===== src/pkg/tioc_cfg.svh =====
`ifndef TIOC_CFG_SVH
`define TIOC_CFG_SVH

// register byte offsets
`define TIOC_OFF_IOCTL_3D   8'h00
`define TIOC_OFF_IOCTL_4B   8'h04
`define TIOC_OFF_IOCTL_5B   8'h08
`define TIOC_OFF_MODE       8'h0C
`define TIOC_OFF_GREG_3D    8'h10
`define TIOC_OFF_GREG_4B    8'h14
`define TIOC_OFF_GREG_5B    8'h18
`define TIOC_OFF_STATUS     8'h1C

// i/o control field, bits 7 down to 4 of its register
`define TIOC_IOCTL_LSB      4
`define TIOC_IOCTL_MSB      7
`define TIOC_IOCTL_CAPTURE  3
`define TIOC_IOCTL_SRC      2
`define TIOC_IOCTL_BOTH     1
`define TIOC_IOCTL_FALL     0

// mode register fields
`define TIOC_MODE_BUFB      0
`define TIOC_MODE_PSC_LSB   4
`define TIOC_MODE_PSC_MSB   6
`define TIOC_PSC_UNDIVIDED  3'h0

// status register fields
`define TIOC_STAT_CAP_LSB   0
`define TIOC_STAT_CAP_MSB   2
`define TIOC_STAT_LVL_LSB   4
`define TIOC_STAT_LVL_MSB   6

// reset values
`define TIOC_RST_IOCTL      4'h0
`define TIOC_RST_GREG       16'h0000
`define TIOC_RST_PSC        3'h0

`endif


===== src/pkg/tioc_pkg.sv =====
`default_nettype none
package tioc_pkg;

   typedef struct packed {
      logic        cyc;
      logic        stb;
      logic        we;
      logic [7:0]  adr;
      logic [3:0]  sel;
      logic [31:0] dat;
   } tioc_wb_req_t;

   typedef struct packed {
      logic        ack;
      logic [31:0] dat;
   } tioc_wb_rsp_t;

   // compare actions, lower two field bits
   typedef enum logic [1:0] {
      TIOC_ACT_OFF    = 2'h0,
      TIOC_ACT_LOW    = 2'h1,
      TIOC_ACT_HIGH   = 2'h2,
      TIOC_ACT_TOGGLE = 2'h3
   } tioc_act_t;

endpackage
`default_nettype wire


===== src/rtl/tioc_top.sv =====
// How it works
// - field bit 7 set makes the general register an input capture register, clear makes it compare.
// - compare with bit 6 clear drives the pin low first, then 00 off, 01 low, 10 high, 11 toggle on match.
// - compare with bit 6 set drives the pin high first, with the same four match actions.
// - pin capture takes rising edges for 00, falling for 01 and both edges when bit 5 is set.
// - for the ch3 d register, code 11xx captures on every ch4 counter count-up or count-down while ch4 prescale select is not 000.
// - for the ch4 b register, code 11xx captures on each ch3 c compare match or input capture.
// - for the ch5 b register, bit 6 is ignored in capture and the pin is always the source.
// - with ch4 prescale select 000 the ch3 d counter-based capture is invalid and captures nothing.
// - with buffer mode b set, the ch3 d register neither captures nor drives a compare output.
//
// Register access over Wishbone and the register offsets were decided locally.
`include "tioc_cfg.svh"
`timescale 1ns/10ps
`default_nettype none

module tioc_top (
   input  wire logic                  clk_i,
   input  wire logic                  rstn_i,
   input  wire tioc_pkg::tioc_wb_req_t wb_req_i,
   output      tioc_pkg::tioc_wb_rsp_t wb_rsp_o,
   // index 0 ch3 d, 1 ch4 b, 2 ch5 b
   input  wire logic [2:0][15:0]      counter_i,
   input  wire logic                  ch4_count_up_i,
   input  wire logic                  ch4_count_down_i,
   input  wire logic                  ch3_c_event_i,
   input  wire logic [2:0]            pin_i,
   output      logic [2:0]            pin_o,
   output      logic [2:0]            pin_oe_n_o
);

   logic [2:0][3:0]  ioctl_r,  ioctl_nxt;
   logic [2:0][15:0] greg_r,   greg_nxt;
   logic [2:0]       lvl_r,    lvl_nxt;
   logic [2:0]       pin_q_r,  pin_q_nxt;
   logic [2:0]       match_r,  match_nxt;
   logic [2:0]       capf_r,   capf_nxt;
   logic             bufb_r,   bufb_nxt;
   logic [2:0]       psc_r,    psc_nxt;
   logic             ack_r,    ack_nxt;
   logic [31:0]      rdat_r,   rdat_nxt;

   logic             req;
   logic             wr_go;
   logic [2:0]       blocked;
   logic [2:0]       drive;

   always_comb begin
      req   = wb_req_i.cyc & wb_req_i.stb;
      // a write lands on the edge where the master sees ack
      wr_go = req & wb_req_i.we & ack_r;
      // with buffer mode b set, the ch3 d register is a buffer, no capture and no compare output
      blocked = {2'b00, bufb_r};
      for (int i = 0; i < 3; i++) begin
         drive[i] = ~ioctl_r[i][`TIOC_IOCTL_CAPTURE]
                  & (ioctl_r[i][1:0] != tioc_pkg::TIOC_ACT_OFF) & ~blocked[i];
      end
   end

   // bus group: the answer and its read data
   always_comb begin
      ack_nxt  = req & ~ack_r;
      rdat_nxt = rdat_r;
      // read data is latched at request time and stands with ack
      if (req & ~ack_r) begin
         rdat_nxt = 32'h0000_0000;
         case (wb_req_i.adr)
            `TIOC_OFF_IOCTL_3D: rdat_nxt[`TIOC_IOCTL_MSB:`TIOC_IOCTL_LSB] = ioctl_r[0];
            `TIOC_OFF_IOCTL_4B: rdat_nxt[`TIOC_IOCTL_MSB:`TIOC_IOCTL_LSB] = ioctl_r[1];
            `TIOC_OFF_IOCTL_5B: rdat_nxt[`TIOC_IOCTL_MSB:`TIOC_IOCTL_LSB] = ioctl_r[2];
            `TIOC_OFF_MODE: begin
               rdat_nxt[`TIOC_MODE_BUFB]                      = bufb_r;
               rdat_nxt[`TIOC_MODE_PSC_MSB:`TIOC_MODE_PSC_LSB] = psc_r;
            end
            `TIOC_OFF_GREG_3D:  rdat_nxt[15:0] = greg_r[0];
            `TIOC_OFF_GREG_4B:  rdat_nxt[15:0] = greg_r[1];
            `TIOC_OFF_GREG_5B:  rdat_nxt[15:0] = greg_r[2];
            `TIOC_OFF_STATUS: begin
               rdat_nxt[`TIOC_STAT_CAP_MSB:`TIOC_STAT_CAP_LSB] = capf_r;
               rdat_nxt[`TIOC_STAT_LVL_MSB:`TIOC_STAT_LVL_LSB] = lvl_r;
            end
            default: rdat_nxt = 32'h0000_0000;
         endcase
      end
   end

   always_comb begin
      logic        edge_hit;
      logic        trig;
      logic        match;
      logic [3:0]  wf;
      logic [7:0]  wsel;
      edge_hit  = 1'b0;
      trig      = 1'b0;
      match     = 1'b0;
      wf        = 4'h0;
      wsel      = 8'h00;
      ioctl_nxt = ioctl_r;
      greg_nxt  = greg_r;
      lvl_nxt   = lvl_r;
      capf_nxt  = capf_r;
      bufb_nxt  = bufb_r;
      psc_nxt   = psc_r;
      pin_q_nxt = pin_i;

      // software writes first so that hardware events below win
      if (wr_go) begin
         wf = wb_req_i.dat[`TIOC_IOCTL_MSB:`TIOC_IOCTL_LSB];
         case (wb_req_i.adr)
            `TIOC_OFF_IOCTL_3D, `TIOC_OFF_IOCTL_4B, `TIOC_OFF_IOCTL_5B: begin
               if (wb_req_i.sel[0]) begin
                  for (int i = 0; i < 3; i++) begin
                     wsel = 8'(`TIOC_OFF_IOCTL_3D + 4 * i);
                     if (wb_req_i.adr == wsel) begin
                        ioctl_nxt[i] = wf;
                        // initial level is set as the compare mode is chosen
                        if (~wf[`TIOC_IOCTL_CAPTURE] && wf[1:0] != tioc_pkg::TIOC_ACT_OFF) begin
                           lvl_nxt[i] = wf[`TIOC_IOCTL_SRC];
                        end
                     end
                  end
               end
            end
            `TIOC_OFF_MODE: begin
               if (wb_req_i.sel[0]) begin
                  bufb_nxt = wb_req_i.dat[`TIOC_MODE_BUFB];
                  psc_nxt  = wb_req_i.dat[`TIOC_MODE_PSC_MSB:`TIOC_MODE_PSC_LSB];
               end
            end
            `TIOC_OFF_GREG_3D, `TIOC_OFF_GREG_4B, `TIOC_OFF_GREG_5B: begin
               for (int i = 0; i < 3; i++) begin
                  wsel = 8'(`TIOC_OFF_GREG_3D + 4 * i);
                  if (wb_req_i.adr == wsel) begin
                     if (wb_req_i.sel[0]) greg_nxt[i][7:0]  = wb_req_i.dat[7:0];
                     if (wb_req_i.sel[1]) greg_nxt[i][15:8] = wb_req_i.dat[15:8];
                  end
               end
            end
            `TIOC_OFF_STATUS: begin
               if (wb_req_i.sel[0]) begin
                  capf_nxt = capf_r & ~wb_req_i.dat[`TIOC_STAT_CAP_MSB:`TIOC_STAT_CAP_LSB];
               end
            end
            default: ;
         endcase
      end

      for (int i = 0; i < 3; i++) begin
         // pin samples are already synchronous, one stage is enough for edges
         if (ioctl_r[i][`TIOC_IOCTL_BOTH]) begin
            edge_hit = pin_i[i] ^ pin_q_r[i];
         end else if (ioctl_r[i][`TIOC_IOCTL_FALL]) begin
            edge_hit = ~pin_i[i] & pin_q_r[i];
         end else begin
            edge_hit = pin_i[i] & ~pin_q_r[i];
         end
         trig = edge_hit;
         if (ioctl_r[i][`TIOC_IOCTL_SRC]) begin
            case (i)
               0: trig = (ch4_count_up_i | ch4_count_down_i)
                         & (psc_r != `TIOC_PSC_UNDIVIDED);
               1: trig = ch3_c_event_i;
               default: trig = edge_hit;
            endcase
         end
         if (ioctl_r[i][`TIOC_IOCTL_CAPTURE] & trig & ~blocked[i]) begin
            greg_nxt[i] = counter_i[i];
            capf_nxt[i] = 1'b1;
         end

         // act once per match, not for every cycle the counter sits on it
         match        = counter_i[i] == greg_r[i];
         match_nxt[i] = match;
         if (drive[i] & match & ~match_r[i]) begin
            case (tioc_pkg::tioc_act_t'(ioctl_r[i][1:0]))
               tioc_pkg::TIOC_ACT_LOW:    lvl_nxt[i] = 1'b0;
               tioc_pkg::TIOC_ACT_HIGH:   lvl_nxt[i] = 1'b1;
               tioc_pkg::TIOC_ACT_TOGGLE: lvl_nxt[i] = ~lvl_r[i];
               default:                   lvl_nxt[i] = lvl_r[i];
            endcase
         end
      end
   end

   always_ff @(posedge clk_i or negedge rstn_i) begin
      if (!rstn_i) begin
         ioctl_r <= {3{`TIOC_RST_IOCTL}};
         greg_r  <= {3{`TIOC_RST_GREG}};
         lvl_r   <= 3'h0;
         // history starts low, so a pin held high out of reset reads as a rising edge
         pin_q_r <= 3'h0;
         match_r <= 3'h0;
         capf_r  <= 3'h0;
         bufb_r  <= 1'b0;
         psc_r   <= `TIOC_RST_PSC;
      end else begin
         ioctl_r <= ioctl_nxt;
         greg_r  <= greg_nxt;
         lvl_r   <= lvl_nxt;
         pin_q_r <= pin_q_nxt;
         match_r <= match_nxt;
         capf_r  <= capf_nxt;
         bufb_r  <= bufb_nxt;
         psc_r   <= psc_nxt;
      end
   end

   // bus answer registers, kept apart from the timer state they report
   always_ff @(posedge clk_i or negedge rstn_i) begin
      if (!rstn_i) begin
         ack_r  <= 1'b0;
         rdat_r <= 32'h0000_0000;
      end else begin
         ack_r  <= ack_nxt;
         rdat_r <= rdat_nxt;
      end
   end

   assign wb_rsp_o.ack = ack_r;
   assign wb_rsp_o.dat = rdat_r;
   assign pin_o        = lvl_r;
   assign pin_oe_n_o   = ~drive;

endmodule

`default_nettype wire


===== config.mk =====
export PLATFORM = sky130hd
export DESIGN_NAME = tioc_top
export DESIGN_NICKNAME = d
export VERILOG_FILES = /design/src/pkg/tioc_pkg.sv /design/src/rtl/tioc_top.sv
export VERILOG_INCLUDE_DIRS = /design/src /design/src/pkg
export SDC_FILE = /design/constraint.sdc
export NUM_CORES = 1
export LEC_CHECK = 0
export ABC_AREA = 1
export BUFFER_PORTS_ARGS = -buffer_cell sky130_fd_sc_hd__buf_2
export CORE_MARGIN = 2
export CORE_UTILIZATION = 55
export CTS_BUF_LIST = sky130_fd_sc_hd__clkbuf_8
export CTS_CLUSTER_DIAMETER = 30
export DETAILED_ROUTE_END_ITERATION = 8
export PLACE_DENSITY = 0.88
export SYNTH_ARGS = -nofsm -noshare
export SYNTH_HDL_FRONTEND = slang
export SYNTH_SLANG_ARGS = --single-unit

===== constraint.sdc =====
create_clock -name clk_i -period 2.15 [get_ports clk_i]
set_clock_uncertainty 0.2 [all_clocks]
set_input_delay 0.3225 -clock clk_i [delete_from_list [all_inputs] [get_ports clk_i]]
set_output_delay 0.3225 -clock clk_i [all_outputs]
set_load 0.02 [all_outputs]

==> results of run 1 <==
==> flip-flops by register name, indices dropped and copies added (netlist names) <==
signal	cells
pin_q_r	3
greg_r	48
ack_r	1
bufb_r	1
psc_r	3
capf_r	3
rdat_r	16
pin_o	3
match_r	3
ioctl_r	12
==> placed cells by master (no fill, tap or decap), types with 2 or more instances in the layout <==
cell type and count:
sky130_fd_sc_hd__dfrtp_1 93, sky130_fd_sc_hd__xor2_1 15, sky130_fd_sc_hd__a31oi_1 2, sky130_fd_sc_hd__o21ai_4 2, sky130_fd_sc_hd__buf_2 106, sky130_fd_sc_hd__a21oi_1 20, sky130_fd_sc_hd__nor2_2 2, sky130_fd_sc_hd__nor2_1 84
sky130_fd_sc_hd__nor2_4 5, sky130_fd_sc_hd__nand4_1 11, sky130_fd_sc_hd__conb_1 16, sky130_fd_sc_hd__o211ai_1 22, sky130_fd_sc_hd__nand2_4 3, sky130_fd_sc_hd__buf_12 4, sky130_fd_sc_hd__buf_4 7, sky130_fd_sc_hd__nor4_1 3
sky130_fd_sc_hd__nand2_2 6, sky130_fd_sc_hd__inv_1 108, sky130_fd_sc_hd__or2_2 11, sky130_fd_sc_hd__dlygate4sd3_1 4, sky130_fd_sc_hd__o221ai_1 6, sky130_fd_sc_hd__o21ai_0 87, sky130_fd_sc_hd__nor3_1 2, sky130_fd_sc_hd__ha_1 15
sky130_fd_sc_hd__nand2_1 235, sky130_fd_sc_hd__inv_2 4, sky130_fd_sc_hd__nand3_1 28, sky130_fd_sc_hd__o21bai_1 2, sky130_fd_sc_hd__clkbuf_8 11, sky130_fd_sc_hd__o22ai_1 14, sky130_fd_sc_hd__o21ai_1 2, sky130_fd_sc_hd__xnor2_1 4
==> power breakdown <==
part           internal, mW  switching, mW  leakage, nW
combinational         0.162          0.306         2.45
clock                 0.595          0.637        0.112
sequential             1.80         0.0328         1.15
total                  2.55          0.976         3.72
==> kinds of logic after synthesis <==
kind of cell | after synthesis | share of synthesized area
AO/OA/AOI/OAI | 162 | 0.159
XOR/XNOR | 19 | 0.0279
adder cells (fa/ha/maj) | 15 | 0.0314
buffers and inverters | 144 | 0.106
flip-flops | 93 | 0.390
other | 1 | 0.000628
AND/OR/NAND/NOR | 394 | 0.285
==> per-layer routing <==
metal | GRT usage | part of all wire | vias to the layer above
met5 | 0 | 0 | -
met4 | 0.120 | 0.037 | 0
met3 | 0.0464 | 0.10 | 55
li1 | - | - | 2860
met1 | 0.418 | 0.42 | 2782
met2 | 0.439 | 0.45 | 331
==> how the worst max path moves through the flow <==
stage,from,endpoint,slack (ns)
global placement,pin_i[0],greg_r[0],0.08
global route,pin_q_r[0],greg_r[0],0.0005
CTS,ioctl_r[5],pin_oe_n_o[1],0.08
detailed placement,pin_i[0],greg_r[0],0.004
finish,pin_q_r[0],greg_r[0],0.08
floorplan,pin_q_r[2],greg_r[33],0.26
==> final cells by class <==
| cell class | count | area, µm² | share of cell area |
|---|---|---|---|
| timing repair buffer | 121 | 703 | 0.102 |
| clock buffer | 11 | 151 | 0.0220 |
| clock inverter | 5 | 51.3 | 0.00744 |
| tap | 140 | 175 | 0.0254 |
| inverter | 111 | 419 | 0.0608 |
| multi-input combinational | 606 | 3060 | 0.445 |
| sequential | 93 | 2330 | 0.338 |
==> through the flow <==
step	cell area, µm²	utilization	worst slack (ns)	std cells
final	6890	0.644	0.0763	1087
after global routing	6890	0.644	0.000501	1087
after floorplan	6030	-	0.263	843
after CTS	6890	0.644	0.0850	1087
after detailed placement	6650	0.622	0.00424	1067
after global placement	6650	0.622	0.0773	1067
==> worst max-delay path, stage by stage (launching register included) <==
cell and delay (ns):
sky130_fd_sc_hd__dfrtp_1 0.39, sky130_fd_sc_hd__ha_1 0.28, sky130_fd_sc_hd__nor2_1 0.10, sky130_fd_sc_hd__nor2_1 0.04, sky130_fd_sc_hd__o21ai_0 0.07, sky130_fd_sc_hd__nand3_1 0.13, sky130_fd_sc_hd__buf_12 0.19, sky130_fd_sc_hd__inv_1 0.30
sky130_fd_sc_hd__o21ai_0 0.13, sky130_fd_sc_hd__o21ai_1 0.15
==> results.txt, run 1 <==
* Initial detailed-routing violation count: between 600 and 700
- WL per Instance: 15.5 µm
- Post CTS Setup Buffer Count: 0
- Hold/Removal Path Class: input pin to flop
- Antenna Cells: 0
- Across every metal layer, demand over resource in global routing totals 0.291.
* Root Driver: sky130_fd_sc_hd__clkbuf_8
* Final setup TNS: 0 ns
- Clock latency of the later-clocked register in the worst-skew pair: roughly 0.36 ns
- STA puts the critical path data arrival time at ~2.2 ns.
- After legalization and detailed placement, the total HPWL measured about 13,000 µm.
* Count of TritonRoute iterations in the first routing pass: 7
* Worst r2r path cells: 9
- The cell area that synthesis handed to floorplanning was 5970 µm².
- The clock net in this run drives a total of 93 sinks.
* Filler Cell Count: around 940
- Setup repair after global routing left no endpoint under its margin.
- Most common cell in the synthesized netlist: sky130_fd_sc_hd__nand2_1
- Post-DRT Antenna Nets: 0
* Residual DRC count: 0
- The worst register-to-register path ends at greg_r[0].
* Vias in the first global route: approximately 5,400
- Number of storage elements in the synthesis netlist: 93
- Count of cells along the worst hold path: 3
- Yosys top cell by area: sky130_fd_sc_hd__dfrtp_1
- Synth unique cells: between 40 and 50
- Port Buffer Count: about 110
* Cell count after synthesis: approximately 830
- Total power for the finished layout comes to about 3.5 mW.
* Die width: between 100 and 150 µm
- Core Rows: 38
- Post-DR vias/cell: between 5 and 6
* Die span in y: approximately 110 µm
- Area share of the leading cell type in the synthesized netlist: 0.390
- Worst setup slack for register-to-register paths: 0.08 ns
- No sink is reached through more buffers than the 2 on the longest clock path.
* Tightest hold margin: a little under 0.02 ns
- For this run the aggregate overflow at the end of global routing stands at 0.
* Cell types with the highest counts after synthesis: 235 x sky130_fd_sc_hd__nand2_1, 106 x sky130_fd_sc_hd__inv_1, 93 x sky130_fd_sc_hd__dfrtp_1, 87 x sky130_fd_sc_hd__o21ai_0, 84 x sky130_fd_sc_hd__nor2_1
- The die covers 11,700 µm².
- The share of the Yosys chip area taken by registers is 0.390.
- Entering global routing, the biggest net connects 36 pins.
* RD Place Congestion: 0.980
* Period utilization: 0.965
- Setup violations remaining at the end of the flow were counted as 0.
- First-pass GRT wire length: around 26,000 µm
- Synth Flop Type: sky130_fd_sc_hd__dfrtp_1
- Max Fclk: around 480 MHz
- Number of H-tree branching levels: 3
* Startpoint of the most critical hold path: counter_i[26]
- The tool flagged a number of max-cap violations equal to 0.
* Post-cts sizing count: 0
- Dividing total power by cell area gives a power density of 512 nW/µm².
- Along the worst path, the maximum fanout reaches 34.
* Number of synthesized flops with an enable pin: 0
- At the end of the flow, the number of nets in the layout was 1,060.
- In this run the count of I/O pins placed on the die edge is ~140.
- The number of antenna violations at the first check in global routing came to 0.
* Hold Path End: greg_r[26]
- Maximum ir drop on the vdd rail: 0.000267 V
- The Yosys step of the flow raised 0 warnings.
- Summed over all layers, the routed wires come to 16,800 µm.
- In this run the static leakage power is roughly 3.7 nW.
* Layout cells sized above 1: 0.178
- Final Max Slew Viols: 0
* Final Hold Violating Endpoints: 0
* Worst reg2reg startpoint: pin_q_r[0]
- After clock tree synthesis, the clock-pin slew on the worst setup and hold paths is ~0.090 ns.
- Cell types with the largest area share after synthesis: sky130_fd_sc_hd__dfrtp_1 39%, sky130_fd_sc_hd__nand2_1 15%, sky130_fd_sc_hd__o21ai_0 7.3%
- The flow ran to the end, and the final reports show no timing, DRC or antenna violations.
* Crit. End Element: flop
- CTS hold repair buffers: 4
- Worst Path Required: roughly 2.2 ns
- Starting density of the core: 0.558
* Type of element launching the critical path: flop
* TritonCTS clock tree: yes
- Average footprint of a synthesized cell: ~7.2 µm²
- Min Tclk post-route: 2.07 ns
- Worst setup path class: flop to flop
- Share of async-settable or async-resettable flops after synthesis: 1.00
- Via Count: between 6,000 and 7,000
- Layout area overhead: 15.4%
- TritonCTS created 9 clock buffers.
- In this run the standard cell core region covers 10,700 µm².
No activity file was read; power rests on OpenSTA's default activity.
==> run 2: changes to the inputs <==
ABC_AREA = unset   (was 1)
==> run 2 against run 1 <==
Compared with the run above:
- worst setup slack worse by 0.033 ns
- global-route usage rose by 0.089 points
- register-to-register slack gained 0.06 ns
- critical path depth shrank 3
- area after synthesis fell by 4.9%
- via count shrank 17%
- flip-flop and latch count stayed put
- routed wire length down 3.7%
- fmax fell by 1.6%
- die area shrank 4.7%
- synthesized cell count shrank 31%
- critical path type is now input pin to flop
- largest cell class unchanged
==> results.txt, run 2 <==
* Initial antenna violation count: 0
* Maximum ir drop on the vdd rail: between 0.0002 and 0.0003 V
- Worst setup path class: input pin to flop
- Initial detailed-routing violation count: roughly 560
* Boundary Pins: 142
* Post-layout instance count excluding filler cells: 859
- Detailed placement HPWL: between 10,000 and 15,000 µm
* Cell types with the largest area share after synthesis: sky130_fd_sc_hd__dfrtp_1 41%, sky130_fd_sc_hd__mux2i_1 10%, sky130_fd_sc_hd__xnor2_1 7.4%
- Post-DRT Antenna Nets: 0
- Measured along the x axis, the die boundary spans around 110 µm.
* Global-route congestion overflow total: 0
- Period utilization: 0.980
* Min Tclk post-route: between 2 and 2.5 ns
- Worst setup slack after layout: approximately 0.044 ns
- The analysis attributes to cell leakage a power of 3.47 nW.
* Crit. End Element: flop
- Setup violations remaining at the end of the flow were counted as 0.
* Worst path cell trace: dlygate4sd3_1 > xnor2_2 > nand4_1 > nor4_4 > or3b_4 > mux2i_1
- Share of async-settable or async-resettable flops after synthesis: 1.00
- Once placement completed, the tool counted placed cells totaling roughly 800.
- In this run the core area contains 37 standard-cell rows.
- Setup repair after global routing left no endpoint under its margin.
- Entering global routing, the biggest net connects 57 pins.
- Total net switching power: 965 µW
* Clock slew at the register clock pins of the worst setup and hold paths: 0.09 ns
- The number of hold violations in the final report is 0.
- Hold/Removal Path Class: input pin to flop
- Proportion of synthesized chip area in sequential cells: 0.410
* Worst slew margin: 0.579
- In the synthesized netlist, the cells that appear most often are 93 x sky130_fd_sc_hd__dfrtp_1, 74 x sky130_fd_sc_hd__nand2_1, 58 x sky130_fd_sc_hd__mux2i_1, 48 x sky130_fd_sc_hd__xnor2_1, 42 x sky130_fd_sc_hd__o21ai_0.
- For this configuration, the core starts out at a cell density of 0.557.
- The slowest stage of the critical path belongs to the cell sky130_fd_sc_hd__dlygate4sd3_1.
- Number of storage elements in the synthesis netlist: 93
* Portion of total power attributed to sequential cells: 0.519
- Final setup TNS: 0 ns
- The share of total power dissipated in combinational logic is 0.137.
- Cell Area, Synth: 5680 µm²
* Antenna Cells: 0
- Slew @ Worst Pin: around 0.63 ns
* Residual DRC count: 0
* Buf+Inv Stages, Crit Path: 1
- Of all nets on the critical path, the largest fanout is 2.
- Type of element launching the critical path: input pin
* Aggregate routed wire length: about 16,000 µm
* Final Max Slew Viols: 0
- Synth unique cells: a little over 50
* Most used cells in the layout excluding fill and tap cells: 103 x sky130_fd_sc_hd__buf_2, 90 x sky130_fd_sc_hd__dfrtp_1, 74 x sky130_fd_sc_hd__nand2_1
* Switching share of power: 0.277
* Power per cell area: roughly 500 nW/µm²
- No sink is reached through more buffers than the 2 on the longest clock path.
* Synth Flop Type: sky130_fd_sc_hd__dfrtp_1
- Largest registers in the final layout: greg_r x48, rdat_r x16, ioctl_r x12
* Overall routing resource usage: 0.292
* Cell count after synthesis: 571
* MaxCap Viol Count: 0
- RD Place Congestion: about 0.94
* Root Driver: sky130_fd_sc_hd__clkbuf_8
- The core region is just over 10,000 µm².
- Tightest hold margin: roughly 0.0015 ns
* Area share of the leading cell type in the synthesized netlist: 0.410
- Counting the fill cells in the layout gives ~740.
- The first global-routing pass estimated between 20,000 and 30,000 µm of wire.
- Before CTS, the worst setup slack after placement is -0.0222 ns.
- Flip-flop count of the largest register after layout: 48
* Cell-internal power: 2.52 mW
* Critical path data arrival time: around 2.2 ns
* Total CTS buffers: 9
- Die span in y: 106 µm
- Layout cells sized above 1: 0.282
- Post-DR vias/cell: a little under 6
- In the final design database the tool counted between 800 and 900 nets.
- Among cell families on the critical path, the largest total delay comes from simple AND/OR/NAND/NOR gates.
- Outcome: finished clean
* YS warnings: 0
- For this run, the slowest stage of the critical path takes 0.60 ns.
* Number of synthesized flops with an enable pin: 0
* Count of TritonRoute iterations in the first routing pass: 7
- The biggest area contributor in the post-synthesis netlist is sky130_fd_sc_hd__dfrtp_1.
- Leaving out fill and tap cells, the most frequent cell in the layout is sky130_fd_sc_hd__buf_2.
* Number of H-tree branching levels: 3
- Max Fclk: around 470 MHz
- Average footprint of a synthesized cell: between 9 and 10 µm²
- Via Count: 5,029
- DIE AREA: 11,200 µm²
- In the final layout, flip-flops and latches occupy 2330 µm².
- Worst Path Required: 2.21 ns
* WL per Instance: ~19 µm
* Port Buffer Count: 107
* Vias in the first global route: about 4,800
* Layout area overhead: 23.4%
- Register with the highest flop count: greg_r
* CTS Sinks: slightly above 90
* Clock power frac: 0.345
* Total area of multi-input combinational cells: between 3000 and 4000 µm²
- Most common cell in the synthesized netlist: sky130_fd_sc_hd__dfrtp_1
* TritonCTS clock tree: yes
- Clock latency on the worst-skew pair, taken at its later pin, is 0.38 ns.
## run 2: changes by cell type after synthesis, sizes merged, moves of 10 or more
cell,previous run,this run
nand2,244,74
inv,111,13
nor2,91,32
mux2i,0,58
xnor2,4,48
o21ai,92,52
mux2,0,24
nand3,30,8
o211ai,22,1
xor2,15,0
a22oi,0,12
o22ai,14,2
a22o,0,10
## run 2: kinds of logic (layout without fill, tap and decap cells)
| kind of cell | after synthesis | count (layout) | share of synthesized area |
|---|---|---|---|
| multiplexers | 86 | 86 | 0.166 |
| adder cells (fa/ha/maj) | 15 | 15 | 0.0331 |
| other | 1 | 16 | 0.000660 |
| AO/OA/AOI/OAI | 113 | 113 | 0.118 |
| flip-flops | 93 | 93 | 0.410 |
| AND/OR/NAND/NOR | 159 | 159 | 0.141 |
| buffers and inverters | 56 | 193 | 0.0575 |
| XOR/XNOR | 48 | 48 | 0.0740 |
## run 2: power groups by stage
stage	clock network (mW)	logic, mW	registers [mW]
floorplan	0	0.221	1.83
detailed placement	0	0.424	1.84
global placement	0	0.413	1.84
finish	1.20	0.475	1.81
global route	1.29	0.512	1.81
CTS	1.20	0.465	1.80
## run 2: repair_timing
item	CTS	global route
setup buffers	0	3
endpoints found under the hold margin	119	0
setup endpoints to repair	0	20
resized for setup	0	10
hold buffers	27	0
## run 2: final cells by class
type                    instances  share of cell area
clock buffers                   9              0.0177
clock inverters                 7             0.00964
multi-input cells             437               0.445
flip-flops and latches         93               0.333
well taps                     136              0.0243
inverters                      13             0.00696
repair buffers                164               0.163
## run 2: layer usage
metal,part of all wire,vias to the layer above,GRT usage
met5,0,-,0
met3,0.094,41,0.0649
met2,0.48,294,0.452
li1,-,2277,-
met1,0.40,2417,0.400
met4,0.030,0,0.115
## run 2: final timing paths
| path | start | to | slack (ns) | cells past startpoint |
|---|---|---|---|---|
| setup / recovery | counter_i[4] | pin_o[0] | 0.04 | 6 |
| hold / removal | pin_i[1] | pin_q_r[1] | 0.001 | 1 |
| setup reg to reg | greg_r[42] | pin_o[2] | 0.14 | 6 |
| hold reg to reg | capf_r[1] | capf_r[1] | 0.29 | 1 |
| max in group asynchronous | rstn_i | ioctl_r[8] | 1.05 | 3 |
| min in group asynchronous | rstn_i | ioctl_r[11] | 0.14 | 2 |
## run 2: worst register-to-register path: stages (launching register included)
cell	delay (ns)
sky130_fd_sc_hd__dfrtp_1	0.42
sky130_fd_sc_hd__xnor2_1	0.18
sky130_fd_sc_hd__nand4_1	0.14
sky130_fd_sc_hd__nor4_1	0.58
sky130_fd_sc_hd__buf_4	0.22
sky130_fd_sc_hd__nand2_1	0.06
sky130_fd_sc_hd__mux2i_1	0.11
## run 2: per-stage QoR
stage	utilization	total power [mW]	instance area, µm²
final	0.688	3.48	7010
after global routing	0.688	3.61	7010
after CTS	0.677	3.47	6900
after detailed placement	0.632	2.26	6440
after global placement	0.632	2.25	6440
after floorplan	-	2.05	5730
==> run 3: changes to the inputs <==
CORE_UTILIZATION = 54   (was 55)
CTS_BUF_LIST = unset   (was sky130_fd_sc_hd__clkbuf_8)
PLACE_DENSITY = 0.87   (was 0.88)
==> run 3 against run 2 <==
Compared with the run above:
- register-to-register slack got worse by 0.11 ns
- design area decreased by 0.36%
- combinational power up 2%
- fmax decreased by 1.0%
- total power barely moved
- cell count up 0.12%
- highest routed layer unchanged
==> results.txt, run 3 (synthesized netlist as in run 2, its figures left out) <==
* Via Count: a little over 5,000
- TritonCTS built the clock tree.
* WL per Instance: 19.1 µm
- Layout area overhead: 23.0%
* Slew @ Worst Pin: ~0.71 ns
- Setup violations remaining at the end of the flow were counted as 0.
- Clock power frac: 0.342
- Filler Cell Count: ~780
* Post-detailed-placement cell area: 6450 µm²
- More flip-flops sit in one register than any other, and that register is greg_r.
- Setup repair after global routing could not meet its margin everywhere.
- Most used cells in the layout excluding fill and tap cells: 106 x sky130_fd_sc_hd__buf_2, 92 x sky130_fd_sc_hd__dfrtp_1, 74 x sky130_fd_sc_hd__nand2_1
- At the worst endpoint, the required time is 2.21 ns.
- The initial utilization of the core area, before any placement, comes to 0.552.
* Power per cell area: 498 nW/µm²
* Residual DRC count: 0
- Final std cell area, no fill: ~7000 µm²
* Vias in the first global route: ~5,000
- After the first detailed-routing iteration, the DRC count stood at around 600.
- Floorplan Core Area: 10,300 µm²
- Die width: 107 µm
* Largest net degree at the start of global routing: 46
- The number of hold violations in the final report came to 0.
- The clock passes through at most 2 buffers.
* Critical path peak fanout: 2
- RD Place Congestion: ~1
* Die span in y: 107 µm
- P_leak: 3.45 nW
- Port Buffer Count: about 110
- Maximum ir drop on the vdd rail: ~0.00033 V
* Layout cells sized above 1: 0.280
- The final layout contains routed wiring with a total length of approximately 16,000 µm.
- Worst slew margin: 0.529
* Outcome: finished clean
* Count of TritonRoute iterations in the first routing pass: 5
* Worst r2r path cells: 7
- The path with the worst hold slack has its endpoint at greg_r[25].
- Worst setup slack for register-to-register paths: 0.03 ns
* Global-route congestion overflow total: 0
* Max Fclk: about 470 MHz
- By startpoint and endpoint, the worst setup path is classified as input pin to flop.
* Boundary Pins: 142
- Relative contribution of combinational cells to total power: 0.139
- Period utilization: 0.990
- CTS Sinks: 93
- In this run the critical register-to-register path is launched from pin_q_r[2].
- The worst hold path passes through 3 cells.
* Startpoint of the most critical hold path: counter_i[25]
- Min Tclk post-route: 2.13 ns
- Post-route total power: around 3.5 mW
* Most frequent standard cell in the layout excluding fill and tap cells: sky130_fd_sc_hd__buf_2
* Number of nets in the finished design: ~840
- At the later pin of the worst-skew pair, clock insertion delay measures 0.38 ns.
- Post-DR vias/cell: a little under 6
* Terminus of the critical flop-to-flop path: greg_r[44]
- Largest registers in the final layout: greg_r x48, rdat_r x16, ioctl_r x12
* Initial antenna violation count: 0
* Post-DRT Antenna Nets: 0
* Critical path data arrival time: approximately 2.2 ns
- Number of H-tree branching levels: 3
* Flip-flop count of the largest register after layout: 48
- DIE AREA: ~11,000 µm²
- The repair_antennas step left the layout with diodes totalling 0.
- Crit. End Element: flop
* MaxCap Viol Count: 0
* Type of element launching the critical path: input pin
- Portion of total power attributed to sequential cells: 0.519
- Of the total power, the share spent switching nets is 0.269.
- Total CTS buffers: 9
* Hold/Removal Path Class: input pin to flop
* Overall routing resource usage: 0.300
* First-pass GRT wire length: around 26,000 µm
- Core Rows: 37
- The analysis attributes to net switching a power of about 940 µW.
* Final Max Slew Viols: 0
- The tree is rooted in a sky130_fd_sc_hd__clkbuf_8.
- After legalization and detailed placement, the total HPWL measured between 10,000 and 15,000 µm.
- After clock tree synthesis, the clock-pin slew on the worst setup and hold paths is around 0.09 ns.
- Internal power comes to about 2.5 mW.
## run 3: repair_timing
item	CTS	global route
hold endpoints to repair	53	0
setup endpoints to repair	1	7
buffers inserted	1	2
pin swaps	0	3
cloned	0	0
resized for setup	0	7
hold buffers	28	0
## run 3: how the worst max path moves through the flow
| stage | from | end | slack, ns | depth (start not counted) |
|---|---|---|---|---|
| 3_3_place_gp | wb_req_i[41] | pin_o[1] | 0.05 | 7 |
| 2_1_floorplan | pin_q_r[0] | greg_r[10] | 0.18 | 6 |
| 4_1_cts | counter_i[11] | pin_o[0] | 0.02 | 7 |
| 6_report | counter_i[4] | pin_o[0] | 0.02 | 7 |
| 3_5_place_dp | pin_i[2] | greg_r[44] | -0.03 | 9 |
| 5_1_grt | counter_i[4] | pin_o[0] | -0.02 | 7 |
## run 3: per-layer routing
metal / track usage / share of wire
met2: 0.478 / 0.47
met5: 0 / 0
met4: 0.137 / 0.036
met3: 0.0582 / 0.076
met1: 0.398 / 0.42
## run 3: cell type report
class | instances | area [µm²] | area share
timing repair buffer | 167 | 1120 | 0.161
multi-input combinational | 437 | 3130 | 0.448
clock buffer | 10 | 138 | 0.0197
clock inverter | 4 | 50.0 | 0.00717
sequential | 93 | 2330 | 0.333
inverter | 13 | 48.8 | 0.00699
tap | 136 | 170 | 0.0244
## run 3: power groups by stage
stage / Clock (mW) / Sequential, mW / Combinational, mW
after global routing: 1.27 / 1.81 / 0.523
after CTS: 1.19 / 1.81 / 0.469
after global placement: 0 / 1.84 / 0.415
after detailed placement: 0 / 1.84 / 0.426
after floorplan: 0 / 1.83 / 0.221
final: 1.19 / 1.81 / 0.484
## run 3: through the flow
stage	cells	utilization	setup slack [ns]	setup TNS, ns	hold WS, ns
2_1_floorplan	586	-	0.181	0	-0.173
5_1_grt	860	0.679	-0.0188	-0.0484	0.0130
4_1_cts	858	0.674	0.0207	0	0.00117
3_5_place_dp	815	0.628	-0.0320	-0.0663	0.0709
3_3_place_gp	815	0.628	0.0520	0	0.0622
6_report	860	0.679	0.0218	0	0.00340
## run 3: worst max-delay path, stage by stage
cell and delay [ns]:
sky130_fd_sc_hd__dlygate4sd3_1 0.54, sky130_fd_sc_hd__buf_2 0.15, sky130_fd_sc_hd__xnor2_2 0.16, sky130_fd_sc_hd__nand4_1 0.16, sky130_fd_sc_hd__nor4_4 0.31, sky130_fd_sc_hd__or3b_4 0.42, sky130_fd_sc_hd__mux2i_1 0.13
